[src/rcso_pkg.sv]
// constants shared by the reset cause and system option block
package rcso_pkg;

  // register addresses on the cpu bus (high-page register space)
  localparam logic [15:0] STATUS_ADDR = 16'h1800;
  localparam logic [15:0] DEBUG_ADDR  = 16'h1801;
  localparam logic [15:0] OPTION_ADDR = 16'h1802;

  // illegal address windows
  localparam logic [15:0] GAP_LOW_FIRST  = 16'h0470;
  localparam logic [15:0] GAP_LOW_LAST   = 16'h17ff;
  localparam logic [15:0] GAP_HIGH_FIRST = 16'h1860;
  localparam logic [15:0] GAP_HIGH_LAST  = 16'hbfff;

  // reset cause status flag positions
  localparam int POWER_ON_BIT  = 7;
  localparam int PIN_BIT       = 6;
  localparam int WATCHDOG_BIT  = 5;
  localparam int BAD_OPCODE_BIT = 4;
  localparam int BAD_ADDR_BIT  = 3;
  localparam int CLOCK_GEN_BIT = 2;
  localparam int BROWNOUT_BIT  = 1;

  // option register field positions and defaults
  localparam int WATCHDOG_ENABLE_BIT = 7;
  localparam int LONG_TIMEOUT_BIT    = 6;
  localparam int STOP_ALLOW_BIT      = 5;
  localparam logic [7:0] OPTION_RESET    = 8'hc0;
  localparam logic [7:0] OPTION_IMPL_MASK = 8'hf3;

  // debug force reset control field
  localparam int DEBUG_RESET_BIT = 0;

  // status pattern after a power-on reset
  localparam logic [7:0] STATUS_POWER_ON = 8'h82;
  localparam logic [7:0] READ_ZERO       = 8'h00;

  // minimum time the internal reset is held asserted
  localparam int HOLD_TIME_NS    = 64;
  localparam int CLOCK_PERIOD_NS = 8;
  localparam int HOLD_CYCLES     = (HOLD_TIME_NS + CLOCK_PERIOD_NS - 1) / CLOCK_PERIOD_NS;

  // internal reset sequencer states
  typedef enum logic [0:0] {
    RCSO_RUN,
    RCSO_HOLD
  } rcso_state_t;

endpackage

[src/rcso_top.sv]
// reset cause bookkeeping, watchdog service, debug reset and write-once options
//
// Operation
// read-only status register with seven flags naming the last reset cause
// a debug-host forced reset leaves every status flag cleared
// any status write restarts the watchdog, flags stay unchanged
// power-on reset sets power-on and brownout flags, clears the rest
// brownout reset keeps power-on flag, sets brownout, clears the rest
// other resets set flags of sources active at reset, clear the rest
// pin flag set when reset came from low external reset input
// watchdog flag on watchdog timeout; no such reset while watchdog disabled
// bad opcode flag on unimplemented opcode, disallowed stop or background instruction
// access in gap after ram causes reset and sets bad address flag
// gap before flash also illegal; register locations never trigger it
// clock module flag set when clock generator requested the reset
// brownout reset only with both brownout enables set and supply tripped
// debug force register ignores cpu writes, takes debug writes, reads zero
// debug write of one to bit zero forces a full device reset
// debug host uses a background memory write to set the reset bit
// option register always readable, bits three and two read zero
// option register takes only first write after each reset
// startup software should write the option register once to lock it
// watchdog enable resets to one; one lets timeout force reset
// long timeout select resets to one; zero picks short period
// stop allow resets to zero; stop while zero forces bad opcode reset
// flags captured during reset, held against writes until next reset
`timescale 1ns/1ps
module rcso_top #(
  parameter int HOLD_CYCLES = rcso_pkg::HOLD_CYCLES
) (
  input  wire logic        i_clock,
  input  wire logic        i_reset,
  // cpu register bus
  input  wire logic        i_cpu_valid,
  input  wire logic        i_cpu_write,
  input  wire logic [15:0] i_cpu_addr,
  input  wire logic [7:0]  i_cpu_wdata,
  output logic      [7:0]  o_cpu_rdata,
  output logic             o_cpu_hit,
  // background debug write port
  input  wire logic        i_debug_write,
  input  wire logic [15:0] i_debug_addr,
  input  wire logic [7:0]  i_debug_wdata,
  // reset sources
  input  wire logic        i_reset_pin_n,
  input  wire logic        i_watchdog_timeout,
  input  wire logic        i_unimpl_opcode,
  input  wire logic        i_stop_instr,
  input  wire logic        i_enter_background_instr,
  input  wire logic        i_background_mode_allow,
  input  wire logic        i_clock_gen_reset,
  input  wire logic        i_brownout_trip,
  input  wire logic        i_brownout_reset_enable,
  input  wire logic        i_brownout_stop_enable,
  // controls toward the rest of the device
  output logic             o_system_reset,
  output logic             o_watchdog_restart,
  output logic             o_watchdog_enable,
  output logic             o_watchdog_long_timeout,
  output logic             o_stop_allow
);

  // the hold counter is eight bits wide; longer holds need a wider counter
  if (HOLD_CYCLES < 1 || HOLD_CYCLES > 255) begin : g_hold_check
    $error("rcso_top: HOLD_CYCLES must be 1 to 255");
  end

  // last counter value of the minimum hold
  localparam logic [7:0] HOLD_LAST = 8'(HOLD_CYCLES - 1);

  // sequencer, status and bus-side state
  rcso_pkg::rcso_state_t state_r;
  rcso_pkg::rcso_state_t state_nxt;
  logic [7:0]            hold_cnt_r;
  logic [7:0]            hold_cnt_nxt;
  logic [7:0]            status_r;
  logic [7:0]            status_nxt;
  logic [7:0]            rdata_r;
  logic [7:0]            rdata_nxt;
  logic                  hit_r;
  logic                  hit_nxt;
  logic                  restart_r;
  logic                  restart_nxt;
  logic                  debug_force_r;
  logic                  debug_force_nxt;

  // decode and qualified source nets
  logic                  in_run;
  logic                  cpu_wr;
  logic                  cpu_rd;
  logic                  option_wr;
  logic [7:0]            option_value;
  logic                  bad_addr;
  logic                  src_pin;
  logic                  src_watchdog;
  logic                  src_opcode;
  logic                  src_clock_gen;
  logic                  src_brownout;
  logic                  any_source;
  logic [7:0]            active_flags;
  logic                  dbg_wr;
  logic                  cpu_status_wr;
  logic                  dbg_status_wr;
  logic                  cpu_option_wr;
  logic                  dbg_option_wr;
  logic                  dbg_force_wr;
  logic [7:0]            option_wdata;

  assign in_run = (state_r == rcso_pkg::RCSO_RUN);
  // cpu accesses are ignored while the device is held in reset
  assign cpu_wr = in_run && i_cpu_valid && i_cpu_write;
  assign cpu_rd = in_run && i_cpu_valid && !i_cpu_write;
  // debug writes are dropped during reset as well
  assign dbg_wr = in_run && i_debug_write;

  // write decode per port; the force address is decoded on the debug
  // port only, so user code can never reach it
  assign cpu_status_wr = cpu_wr && (i_cpu_addr == rcso_pkg::STATUS_ADDR);
  assign dbg_status_wr = dbg_wr && (i_debug_addr == rcso_pkg::STATUS_ADDR);
  assign cpu_option_wr = cpu_wr && (i_cpu_addr == rcso_pkg::OPTION_ADDR);
  assign dbg_option_wr = dbg_wr && (i_debug_addr == rcso_pkg::OPTION_ADDR);
  assign dbg_force_wr  = dbg_wr && (i_debug_addr == rcso_pkg::DEBUG_ADDR);

  // debug writes to the option register are honoured like cpu writes;
  // debug data wins only when it targets the option register itself,
  // so a debug write elsewhere cannot steal the cpu's option data
  assign option_wr    = cpu_option_wr || dbg_option_wr;
  assign option_wdata = dbg_option_wr ? i_debug_wdata : i_cpu_wdata;

  // write-once options, unlocked again by each reset
  rcso_once_reg #(
    .WIDTH     (8),
    .RESET_VAL (rcso_pkg::OPTION_RESET)
  ) u_options (
    .i_clock     (i_clock),
    .i_reset     (i_reset),
    .i_sys_reset (o_system_reset),
    .i_wr        (option_wr),
    .i_wdata     (option_wdata),
    .o_value     (option_value),
    .o_locked    ()
  );

  // gap detector on the cpu address bus; it is registered, so the
  // illegal address reset follows the access by two edges
  rcso_addr_guard u_addr_guard (
    .i_clock (i_clock),
    .i_reset (i_reset),
    .i_valid (in_run && i_cpu_valid),
    .i_addr  (i_cpu_addr),
    .o_bad   (bad_addr)                          // see R10
  );

  // option fields steering the watchdog and stop decoding
  // plain flop outputs, so they are safe to fan out widely
  assign o_watchdog_enable       = option_value[rcso_pkg::WATCHDOG_ENABLE_BIT];
  assign o_watchdog_long_timeout = option_value[rcso_pkg::LONG_TIMEOUT_BIT];
  assign o_stop_allow            = option_value[rcso_pkg::STOP_ALLOW_BIT];

  // sources are taken as synchronous levels; a one-cycle pulse is enough
  // to start a reset, and a longer one is also recorded during the hold
  // qualified reset sources; a watchdog timeout while disabled is dropped
  always_comb begin
    src_pin       = !i_reset_pin_n;
    src_watchdog  = i_watchdog_timeout && o_watchdog_enable;
    src_opcode    = i_unimpl_opcode
                    || (i_stop_instr && !o_stop_allow)
                    || (i_enter_background_instr && !i_background_mode_allow);
    src_clock_gen = i_clock_gen_reset;
    src_brownout  = i_brownout_trip && i_brownout_reset_enable
                    && i_brownout_stop_enable;
    any_source    = src_pin || src_watchdog || src_opcode || src_clock_gen
                    || src_brownout || bad_addr;
  end

  // flag pattern for the sources active in this cycle
  // the power-on bit is never set here; only the power-on reset sets it
  always_comb begin
    active_flags = rcso_pkg::READ_ZERO;
    active_flags[rcso_pkg::PIN_BIT]        = src_pin;        // see R6
    active_flags[rcso_pkg::WATCHDOG_BIT]   = src_watchdog;
    active_flags[rcso_pkg::BAD_OPCODE_BIT] = src_opcode;
    active_flags[rcso_pkg::BAD_ADDR_BIT]   = bad_addr;
    active_flags[rcso_pkg::CLOCK_GEN_BIT]  = src_clock_gen;
    active_flags[rcso_pkg::BROWNOUT_BIT]   = src_brownout;
  end

  // a debug force is taken only from the debug port, never from the cpu
  // a one in the force bit starts a reset two edges later, a zero is ignored
  always_comb begin
    debug_force_nxt = 1'b0;
    if (dbg_force_wr) begin
      debug_force_nxt = i_debug_wdata[rcso_pkg::DEBUG_RESET_BIT];   // see R14
    end
  end

  always_ff @(posedge i_clock or posedge i_reset) begin
    if (i_reset) begin
      debug_force_r <= 1'b0;
    end else begin
      debug_force_r <= debug_force_nxt;
    end
  end

  // reset sequencer: hold the internal reset for a minimum time and
  // for as long as the external pin stays low
  // limitation: a pin held low forever keeps the device in reset, which
  // is intended, as the external reset owns the device while asserted
  always_comb begin
    state_nxt    = state_r;
    hold_cnt_nxt = hold_cnt_r;
    case (state_r)
      rcso_pkg::RCSO_RUN: begin
        if (any_source || debug_force_r) begin
          state_nxt    = rcso_pkg::RCSO_HOLD;
          hold_cnt_nxt = 8'h00;
        end
      end
      rcso_pkg::RCSO_HOLD: begin
        if (hold_cnt_r != HOLD_LAST) begin
          hold_cnt_nxt = hold_cnt_r + 8'h01;
        // stay in hold while the pin is low or the supply is still tripped
        end else if (!src_pin && !src_brownout) begin
          state_nxt = rcso_pkg::RCSO_RUN;
        end
      end
      // an unknown state falls back into reset, the safe side
      default: begin
        state_nxt = rcso_pkg::RCSO_HOLD;
      end
    endcase
  end

  // power-on leaves the sequencer in hold so the device starts in reset
  // the counter restarts at zero on every entry, so back-to-back resets
  // each get the full minimum hold
  always_ff @(posedge i_clock or posedge i_reset) begin
    if (i_reset) begin
      state_r    <= rcso_pkg::RCSO_HOLD;
      hold_cnt_r <= 8'h00;
    end else begin
      state_r    <= state_nxt;
      hold_cnt_r <= hold_cnt_nxt;
    end
  end

  // internal reset straight from the state flop, free of decode glitches
  assign o_system_reset = (state_r == rcso_pkg::RCSO_HOLD);

  // status flags: rebuilt on entry to reset, added to while it lasts,
  // then frozen; bus writes never reach them
  // brownout is checked first so it keeps the power-on bit; other
  // sources firing in the same cycle are still recorded beside it
  always_comb begin
    status_nxt = status_r;                                    // see R3
    case (state_r)
      rcso_pkg::RCSO_RUN: begin
        if (src_brownout) begin
          status_nxt = active_flags;
          status_nxt[rcso_pkg::POWER_ON_BIT] = status_r[rcso_pkg::POWER_ON_BIT];
        end else if (any_source) begin
          status_nxt = active_flags;
        // a bare debug force leaves every flag clear
        end else if (debug_force_r) begin
          status_nxt = rcso_pkg::READ_ZERO;
        end
      end
      rcso_pkg::RCSO_HOLD: begin
        // sources still active during the hold are recorded too
        status_nxt = status_r | active_flags;
      end
      default: begin
        status_nxt = status_r;
      end
    endcase
  end

  always_ff @(posedge i_clock or posedge i_reset) begin
    if (i_reset) begin
      // only the power-on reset loads this pattern; internal resets never do
      status_r <= rcso_pkg::STATUS_POWER_ON;
    end else begin
      status_r <= status_nxt;
    end
  end

  // any write to the status address, from either port, kicks the watchdog
  // the written value is dropped on purpose: software cannot fake a cause
  // by writing the status address
  always_comb begin
    restart_nxt = 1'b0;
    if (cpu_status_wr) begin
      restart_nxt = 1'b1;
    end else if (dbg_status_wr) begin
      restart_nxt = 1'b1;
    end
  end

  always_ff @(posedge i_clock or posedge i_reset) begin
    if (i_reset) begin
      restart_r <= 1'b0;
    end else begin
      restart_r <= restart_nxt;
    end
  end

  // one-cycle pulse; the watchdog counter itself lives outside this block
  assign o_watchdog_restart = restart_r;

  // read path: registered data one cycle after the read, zero elsewhere
  // unmapped addresses give no hit, so software can tell them apart
  always_comb begin
    rdata_nxt = rcso_pkg::READ_ZERO;
    hit_nxt   = 1'b0;
    if (cpu_rd) begin
      if (i_cpu_addr == rcso_pkg::STATUS_ADDR) begin
        rdata_nxt = status_r;
        hit_nxt   = 1'b1;
      end else if (i_cpu_addr == rcso_pkg::DEBUG_ADDR) begin
        rdata_nxt = rcso_pkg::READ_ZERO;
        hit_nxt   = 1'b1;
      end else if (i_cpu_addr == rcso_pkg::OPTION_ADDR) begin
        rdata_nxt = option_value & rcso_pkg::OPTION_IMPL_MASK;
        hit_nxt   = 1'b1;
      end
    end
  end

  always_ff @(posedge i_clock or posedge i_reset) begin
    if (i_reset) begin
      rdata_r <= rcso_pkg::READ_ZERO;
      hit_r   <= 1'b0;
    end else begin
      rdata_r <= rdata_nxt;
      hit_r   <= hit_nxt;
    end
  end

  // bus answer straight from flops
  assign o_cpu_rdata = rdata_r;
  assign o_cpu_hit   = hit_r;

endmodule

[src/rcso_once_reg.sv]
// write-once option register, unlocked again by each system reset
`timescale 1ns/1ps
module rcso_once_reg #(
  parameter int         WIDTH     = 8,
  parameter logic [7:0] RESET_VAL = 8'h00
) (
  input  wire logic             i_clock,
  input  wire logic             i_reset,
  input  wire logic             i_sys_reset,
  input  wire logic             i_wr,
  input  wire logic [WIDTH-1:0] i_wdata,
  output logic      [WIDTH-1:0] o_value,
  output logic                  o_locked
);

  if (WIDTH < 1 || WIDTH > 8) begin : g_width_check
    $error("rcso_once_reg: WIDTH must be 1 to 8");
  end

  logic [WIDTH-1:0] value_r;
  logic [WIDTH-1:0] value_nxt;
  logic             locked_r;
  logic             locked_nxt;

  // first write after reset is taken, later ones are dropped
  always_comb begin
    value_nxt  = value_r;
    locked_nxt = locked_r;
    if (i_sys_reset) begin
      value_nxt  = RESET_VAL[WIDTH-1:0];
      locked_nxt = 1'b0;
    end else if (i_wr && !locked_r) begin
      value_nxt  = i_wdata;
      locked_nxt = 1'b1;
    end
  end

  always_ff @(posedge i_clock or posedge i_reset) begin
    if (i_reset) begin
      value_r  <= RESET_VAL[WIDTH-1:0];
      locked_r <= 1'b0;
    end else begin
      value_r  <= value_nxt;
      locked_r <= locked_nxt;
    end
  end

  assign o_value  = value_r;
  assign o_locked = locked_r;

endmodule

[src/rcso_addr_guard.sv]
// flags cpu accesses that fall into an unpopulated address gap
`timescale 1ns/1ps
module rcso_addr_guard (
  input  wire logic        i_clock,
  input  wire logic        i_reset,
  input  wire logic        i_valid,
  input  wire logic [15:0] i_addr,
  output logic             o_bad
);

  logic bad_r;
  logic bad_nxt;

  // register space itself is never illegal, only the two gaps are
  always_comb begin
    bad_nxt = 1'b0;
    if (i_valid) begin
      if (i_addr >= rcso_pkg::GAP_LOW_FIRST && i_addr <= rcso_pkg::GAP_LOW_LAST) begin
        bad_nxt = 1'b1;
      end else if (i_addr >= rcso_pkg::GAP_HIGH_FIRST
                   && i_addr <= rcso_pkg::GAP_HIGH_LAST) begin
        bad_nxt = 1'b1;
      end
    end
  end

  always_ff @(posedge i_clock or posedge i_reset) begin
    if (i_reset) begin
      bad_r <= 1'b0;
    end else begin
      bad_r <= bad_nxt;
    end
  end

  assign o_bad = bad_r;

endmodule

[config.mk]
export PLATFORM = sky130hd
export DESIGN_NAME = rcso_top
export DESIGN_NICKNAME = d
export VERILOG_FILES = /design/src/rcso_pkg.sv /design/src/rcso_top.sv /design/src/rcso_once_reg.sv /design/src/rcso_addr_guard.sv
export SDC_FILE = /design/constraint.sdc
export NUM_CORES = 1
export LEC_CHECK = 0
export ABC_AREA = 1
export BUFFER_PORTS_ARGS = -buffer_cell sky130_fd_sc_hd__buf_2
export CORE_ASPECT_RATIO = 1.1
export CORE_MARGIN = 4
export CORE_UTILIZATION = 44
export DETAILED_ROUTE_END_ITERATION = 8
export PLACE_DENSITY = 0.76
export SYNTH_ARGS = -nofsm -noshare
export SYNTH_HDL_FRONTEND = slang
export SYNTH_SLANG_ARGS = --single-unit
[constraint.sdc]
create_clock -name i_clock -period 1.2 [get_ports i_clock]
set_input_delay 0.24 -clock i_clock [delete_from_list [all_inputs] [get_ports i_clock]]
set_output_delay 0.24 -clock i_clock [all_outputs]
set_load 0.01 [all_outputs]
-- Word level (Yosys, flattened, before mapping)
Cells that the tools add are included.
- logic and storage cells: 96
- flip-flop bits (word level): 38
- output and inout port bits: 14
- input port bits: 63
- order comparisons: 4
- $add $sub $neg: 1
- equal/unequal tests: 12
- mux-type cells: 30
- reductions and logical operators: 36
- bitwise gates (word level): 2
- operators with widths (operator ; count):
    == test 16 x 13 -> 1 bit (second input constant) ; 6
    2-to-1 mux 8 bit ; 12
    one-hot mux 8 bit (2 select lines) ; 2
    logical AND 1 bit ; 18
    greater-or-equal comparator 16 x 11 -> 1 bit (second input constant) ; 1
    greater-or-equal comparator 16 x 13 -> 1 bit (second input constant) ; 1
    less-or-equal comparator 16 x 13 -> 1 bit (second input constant) ; 1
    less-or-equal comparator 16 bit (second input constant) ; 1
    2-to-1 mux 1 bit ; 15
    logical OR 1 bit ; 9
    adder 8 x 1 -> 8 bit (second input constant) ; 1
    inequality test 8 x 3 -> 1 bit (second input constant) ; 1
    OR 8 x 7 -> 8 bit ; 1
    zero test 1 bit ; 6
    inequality test 2 x 1 -> 1 bit (second input constant) ; 2
    inequality test 4 x 2 -> 1 bit (second input constant) ; 1
    AND reduction 2 bit ; 2
    inequality test 3 x 2 -> 1 bit (second input constant) ; 1
    inequality test 2 bit (second input constant) ; 1
    one-hot mux 1 bit (2 select lines) ; 1
    nonzero test 2 bit ; 1
    NOT 1 bit ; 1

-- Logic depth before layout (Yosys ltp)
- depth in word-level cells: 11
- mapped depth: 10

-- By module
A second synthesis with hierarchy kept.
- cell total of the unflattened synthesis: 298
- area, all modules: 2254.7 µm²
- by module, submodules not included (module ; times used ; cells each ; area an instance (µm²) ; sequential area each (µm²)):
    rcso_top ; 1 ; 229 ; 1739.2 ; 679.4
    rcso_once_reg ; 1 ; 44 ; 391.6 ; 227.7
    rcso_addr_guard ; 1 ; 25 ; 123.9 ; 25.0

-- Least setup slack after synthesis
OpenSTA, ideal clock, no wires.
- kind: register -> register
- from: register u_options.value_r[7], in the netlist u_options.o_value[7]
- to: register hold_cnt_r[6]
- arrival time: 1217 ps
- setup slack: -153 ps
- cell stages (with the launch flop): 8
- path through: dfstp_2 > nand2_1 > and3_1 > nand4_1 > nand2_1 > buf_4 > nand2_1 > o21ai_0
- longest elaborated chain between the ends: 9
- RTL lines (what ; RTL line ; text):
    start, declared ; rcso_once_reg.sv:20 ; logic [WIDTH-1:0] value_r;
    start signal, assigned ; rcso_once_reg.sv:40 ; value_r <= RESET_VAL[WIDTH-1:0];
    start signal, assigned ; rcso_once_reg.sv:43 ; value_r <= value_nxt;
    logical AND 1 bit ; rcso_top.sv:165 ; src_watchdog = i_watchdog_timeout && o_watchdog_enable;
    logical OR 1 bit (3 in a row) ; rcso_top.sv:172 ; any_source = src_pin || src_watchdog || src_opcode || src_clock_gen
    logical OR 1 bit (2 in a row) ; rcso_top.sv:173 ; || src_brownout || bad_addr;
    logical OR 1 bit ; rcso_top.sv:214 ; if (any_source || debug_force_r) begin
    inequality test 2 x 1 -> 1 bit (no line) ; -- ;
    AND reduction 2 bit (no line) ; -- ;
    end signal, assigned ; rcso_top.sv:243 ; hold_cnt_r <= hold_cnt_nxt;
    end, declared ; rcso_top.sv:74 ; logic [7:0] hold_cnt_r;
Every way passes these cells.
A chain may end at the register's enable or synchronous reset.

-- Final worst setup path
- from: register state_r, in the netlist o_system_reset
- to: register hold_cnt_r[3]
- longest elaborated chain between the ends: 3
- elaborated cells on any way between the ends: 5
- RTL lines (what ; RTL line ; text):
    start, declared ; rcso_top.sv:72 ; rcso_pkg::rcso_state_t state_r;
    start signal, assigned ; rcso_top.sv:239 ; state_r <= rcso_pkg::RCSO_HOLD;
    start signal, assigned ; rcso_top.sv:242 ; state_r <= state_nxt;
    NOT 1 bit ; -- ;
    inequality test 2 x 1 -> 1 bit (no line) ; -- ;
    AND reduction 2 bit (no line) ; -- ;
Parallel ways exist; a longest one is shown, timed or not.

==> flow_summary.ini <==
[sta]
rsz0062_at_grt = true
hold_viol = 0
fin_tns_setup_ns = -4.63
max_slew.worst_pin.slew_ns = 0.306
fin_ws_ns = -0.276
finClkSkew_ns = 0.00843
min_period_ns = 1.48
drv_slew = 0
fmax_mhz = 677
setup_viol = 29
relSlewSlack = 0.795
fin_crit_sh = 1.23

[route]
post_drt_wl_per_cell_um = 13.2
viasPerCell = 4.99
drcViolationCount = 0
dr.pass1.iters = 4
ant_nets = 0
vias = 2152
totalWireLength_mm = 5.69
drtIter0Drc = 113

[placed_design]
port_buffers = 72
place.gp.congestion = 0.852
hpwlAfterDp_mm = 3.91

[status]
outcome = finished with violations
violations = setup timing

[critical_path]
reg2reg_depth = 7
r2r_slack_ns = -0.28
endpoint = hold_cnt_r[3]
critPathKind = register to register
critical_path_arrival_ns = 1.71
crit_start = o_system_reset
worstSetupStartpointType = register
cp-end-kind = register
r2r_start = o_system_reset
crit_required_ns = 1.43
cp_max_fo = 6
reg2reg_to = hold_cnt_r[3]

[floorplan]
chipHeight_um = 78.3
ios = 77
initial_utilization = 0.458
die_x_um = 71.9
core_area_sq_um = 4320
die_area_sq_um = 5630
rows = 25

[synthesis]
synth_edf_count = 0
ys_types = 35
syn-cell-area_sq_um = 1980
synthArstFlopShare = 1.00
syn-num-nets = 325
ys_ff_latch = 35
ys_warn_count = 0
synth_ff_type = dfrtp_1
avgSynthCellArea_sq_um = 7.58
synth_seq_area_share = 0.446
syn-instance-count = 261

[grt]
grt_pass1_wl_mm = 8.96
antenna_found_initial = 0
grt_usage = 0.201
grt_pass1_vias = 2078
grt_remaining_overflow = 0
grt_max_degree = 36

[run]
drv_cap = 0

[clock_tree]
clockBufferDepth = 2
clk_latency_ns = 0.30
cts_sinks = 35
clk_pin_slew_worst_paths_ns = 0.08
cts_made_buffers = 5
cts_max_level = 2
cts-root-buf = clkbuf_8
cts_tree = done

[final_layout]
nets = 440
antenna_cells = 0
final_common_cell = buf_2
final_cell_mix = 68 x buf_2, 61 x nand2_1, 31 x buf_4
final_core_util = 0.695
layout-drive-gt1-share = 0.443
area_growth_pct = 51.7

[power_and_ir_drop]
cellLeakagePower_nw = 1.57
peakVddDrop_uv = 785
p_per_area_nw_per_um2 = 1170

[worst_hold_path]
hold_class = input pin to register
-- how the worst min path moves through the flow --
stage                                end         startpoint  cells past startpoint  slack (ns)
final                        status_r[2]  i_clock_gen_reset                      2        0.15
after global routing         status_r[2]  i_clock_gen_reset                      2        0.17
after CTS                    status_r[2]  i_clock_gen_reset                      2        0.14
after detailed placement  o_cpu_rdata[1]            i_reset                      3        0.30
after global placement    o_cpu_rdata[2]            i_reset                      3        0.29
after floorplan              status_r[6]      i_reset_pin_n                      1        0.32
-- metrics by stage --
step	instances	area, sq um	hold slack, ns	worst slack, ns	power (mW)
final	431	3000	0.153	-0.276	3.52
after global routing	431	3000	0.169	-0.354	3.72
after CTS	426	2880	0.141	-0.144	3.41
after detailed placement	412	2650	0.300	-0.228	2.31
after global placement	412	2650	0.291	-0.197	2.27
after floorplan	261	1990	0.315	-0.114	1.94
-- sequential cells by signal, summed over array words and instances, names as in the netlist --
signal              cells
o_cpu_rdata             8
o_cpu_hit               1
status_r                7
u_options.o_locked      1
o_system_reset          1
o_watchdog_restart      1
u_addr_guard.o_bad      1
hold_cnt_r              8
debug_force_r           1
u_options.o_value       6
-- power breakdown --
group	total [mW]	internal, mW	switching (mW)
Combinational	0.932	0.457	0.475
Sequential	1.49	1.34	0.153
Clock	1.09	0.618	0.475
Total	3.52	2.42	1.10
-- kinds of logic after synthesis --
logic type	after synthesis	share of synthesized area
flops	35	0.446
compound gates	22	0.0651
xor+xnor	2	0.00886
fa+ha+maj	1	0.00632
buf+inv	34	0.0683
simple gates	167	0.405
-- cells in the mapped netlist, types with 3 or more instances --
library cell   n  share of area
nand4_1       14          0.044
a21oi_1        3         0.0076
nor3_1         4          0.010
o21ai_0        7          0.018
nor2_2         3         0.0095
dfrtp_1       30           0.38
nor2_4         3          0.017
nand3b_1       3          0.011
nand2_2        3         0.0095
nand2_1       72           0.14
nor2_1        29          0.055
inv_1         29          0.055
nand3_2        3          0.015
a21o_1         3          0.011
dfstp_2        5          0.066
nand3_1       27          0.068
o21ai_1        5          0.013
-- critical path, stage by stage, from the launching register on --
cell and delay [ns]:
dfstp_2 0.60, inv_6 0.08, nor3_4 0.17, nand4_1 0.12, buf_4 0.18, nand2_4 0.10, nand2_1 0.08, o21ai_1 0.08
-- per-layer routing --
metal  vias to the layer above  GRT usage  wire length (um)  part of all wire
met4                         0     0.0977               152             0.027
met3                        13     0.0282               337             0.059
met1                       980      0.234              2280              0.40
met2                        72      0.358              2920              0.51
met5                         -          0                 0                 0
li1                       1087          -                 -                 -
-- area by class of cell --
| cell class | count | area (sq um) |
|---|---|---|
| multi-input cells | 193 | 1090 |
| clock inverters | 3 | 43.8 |
| flip-flops and latches | 35 | 882 |
| well taps | 54 | 67.6 |
| clock buffers | 5 | 68.8 |
| fillers | 320 | 1320 |
| inverters | 31 | 121 |
| repair buffers | 110 | 722 |
-- timing repair --
| action | CTS | global route |
|---|---|---|
| buffers inserted | 5 | 5 |
| hold endpoints to repair | 30 | 0 |
| hold buffers | 1 | 0 |
| cloned | 0 | 1 |
| gates resized for setup | 19 | 25 |
| setup endpoints to repair | 27 | 36 |
| pin swaps | 20 | 12 |
Power figures use the tool's default switching activity.
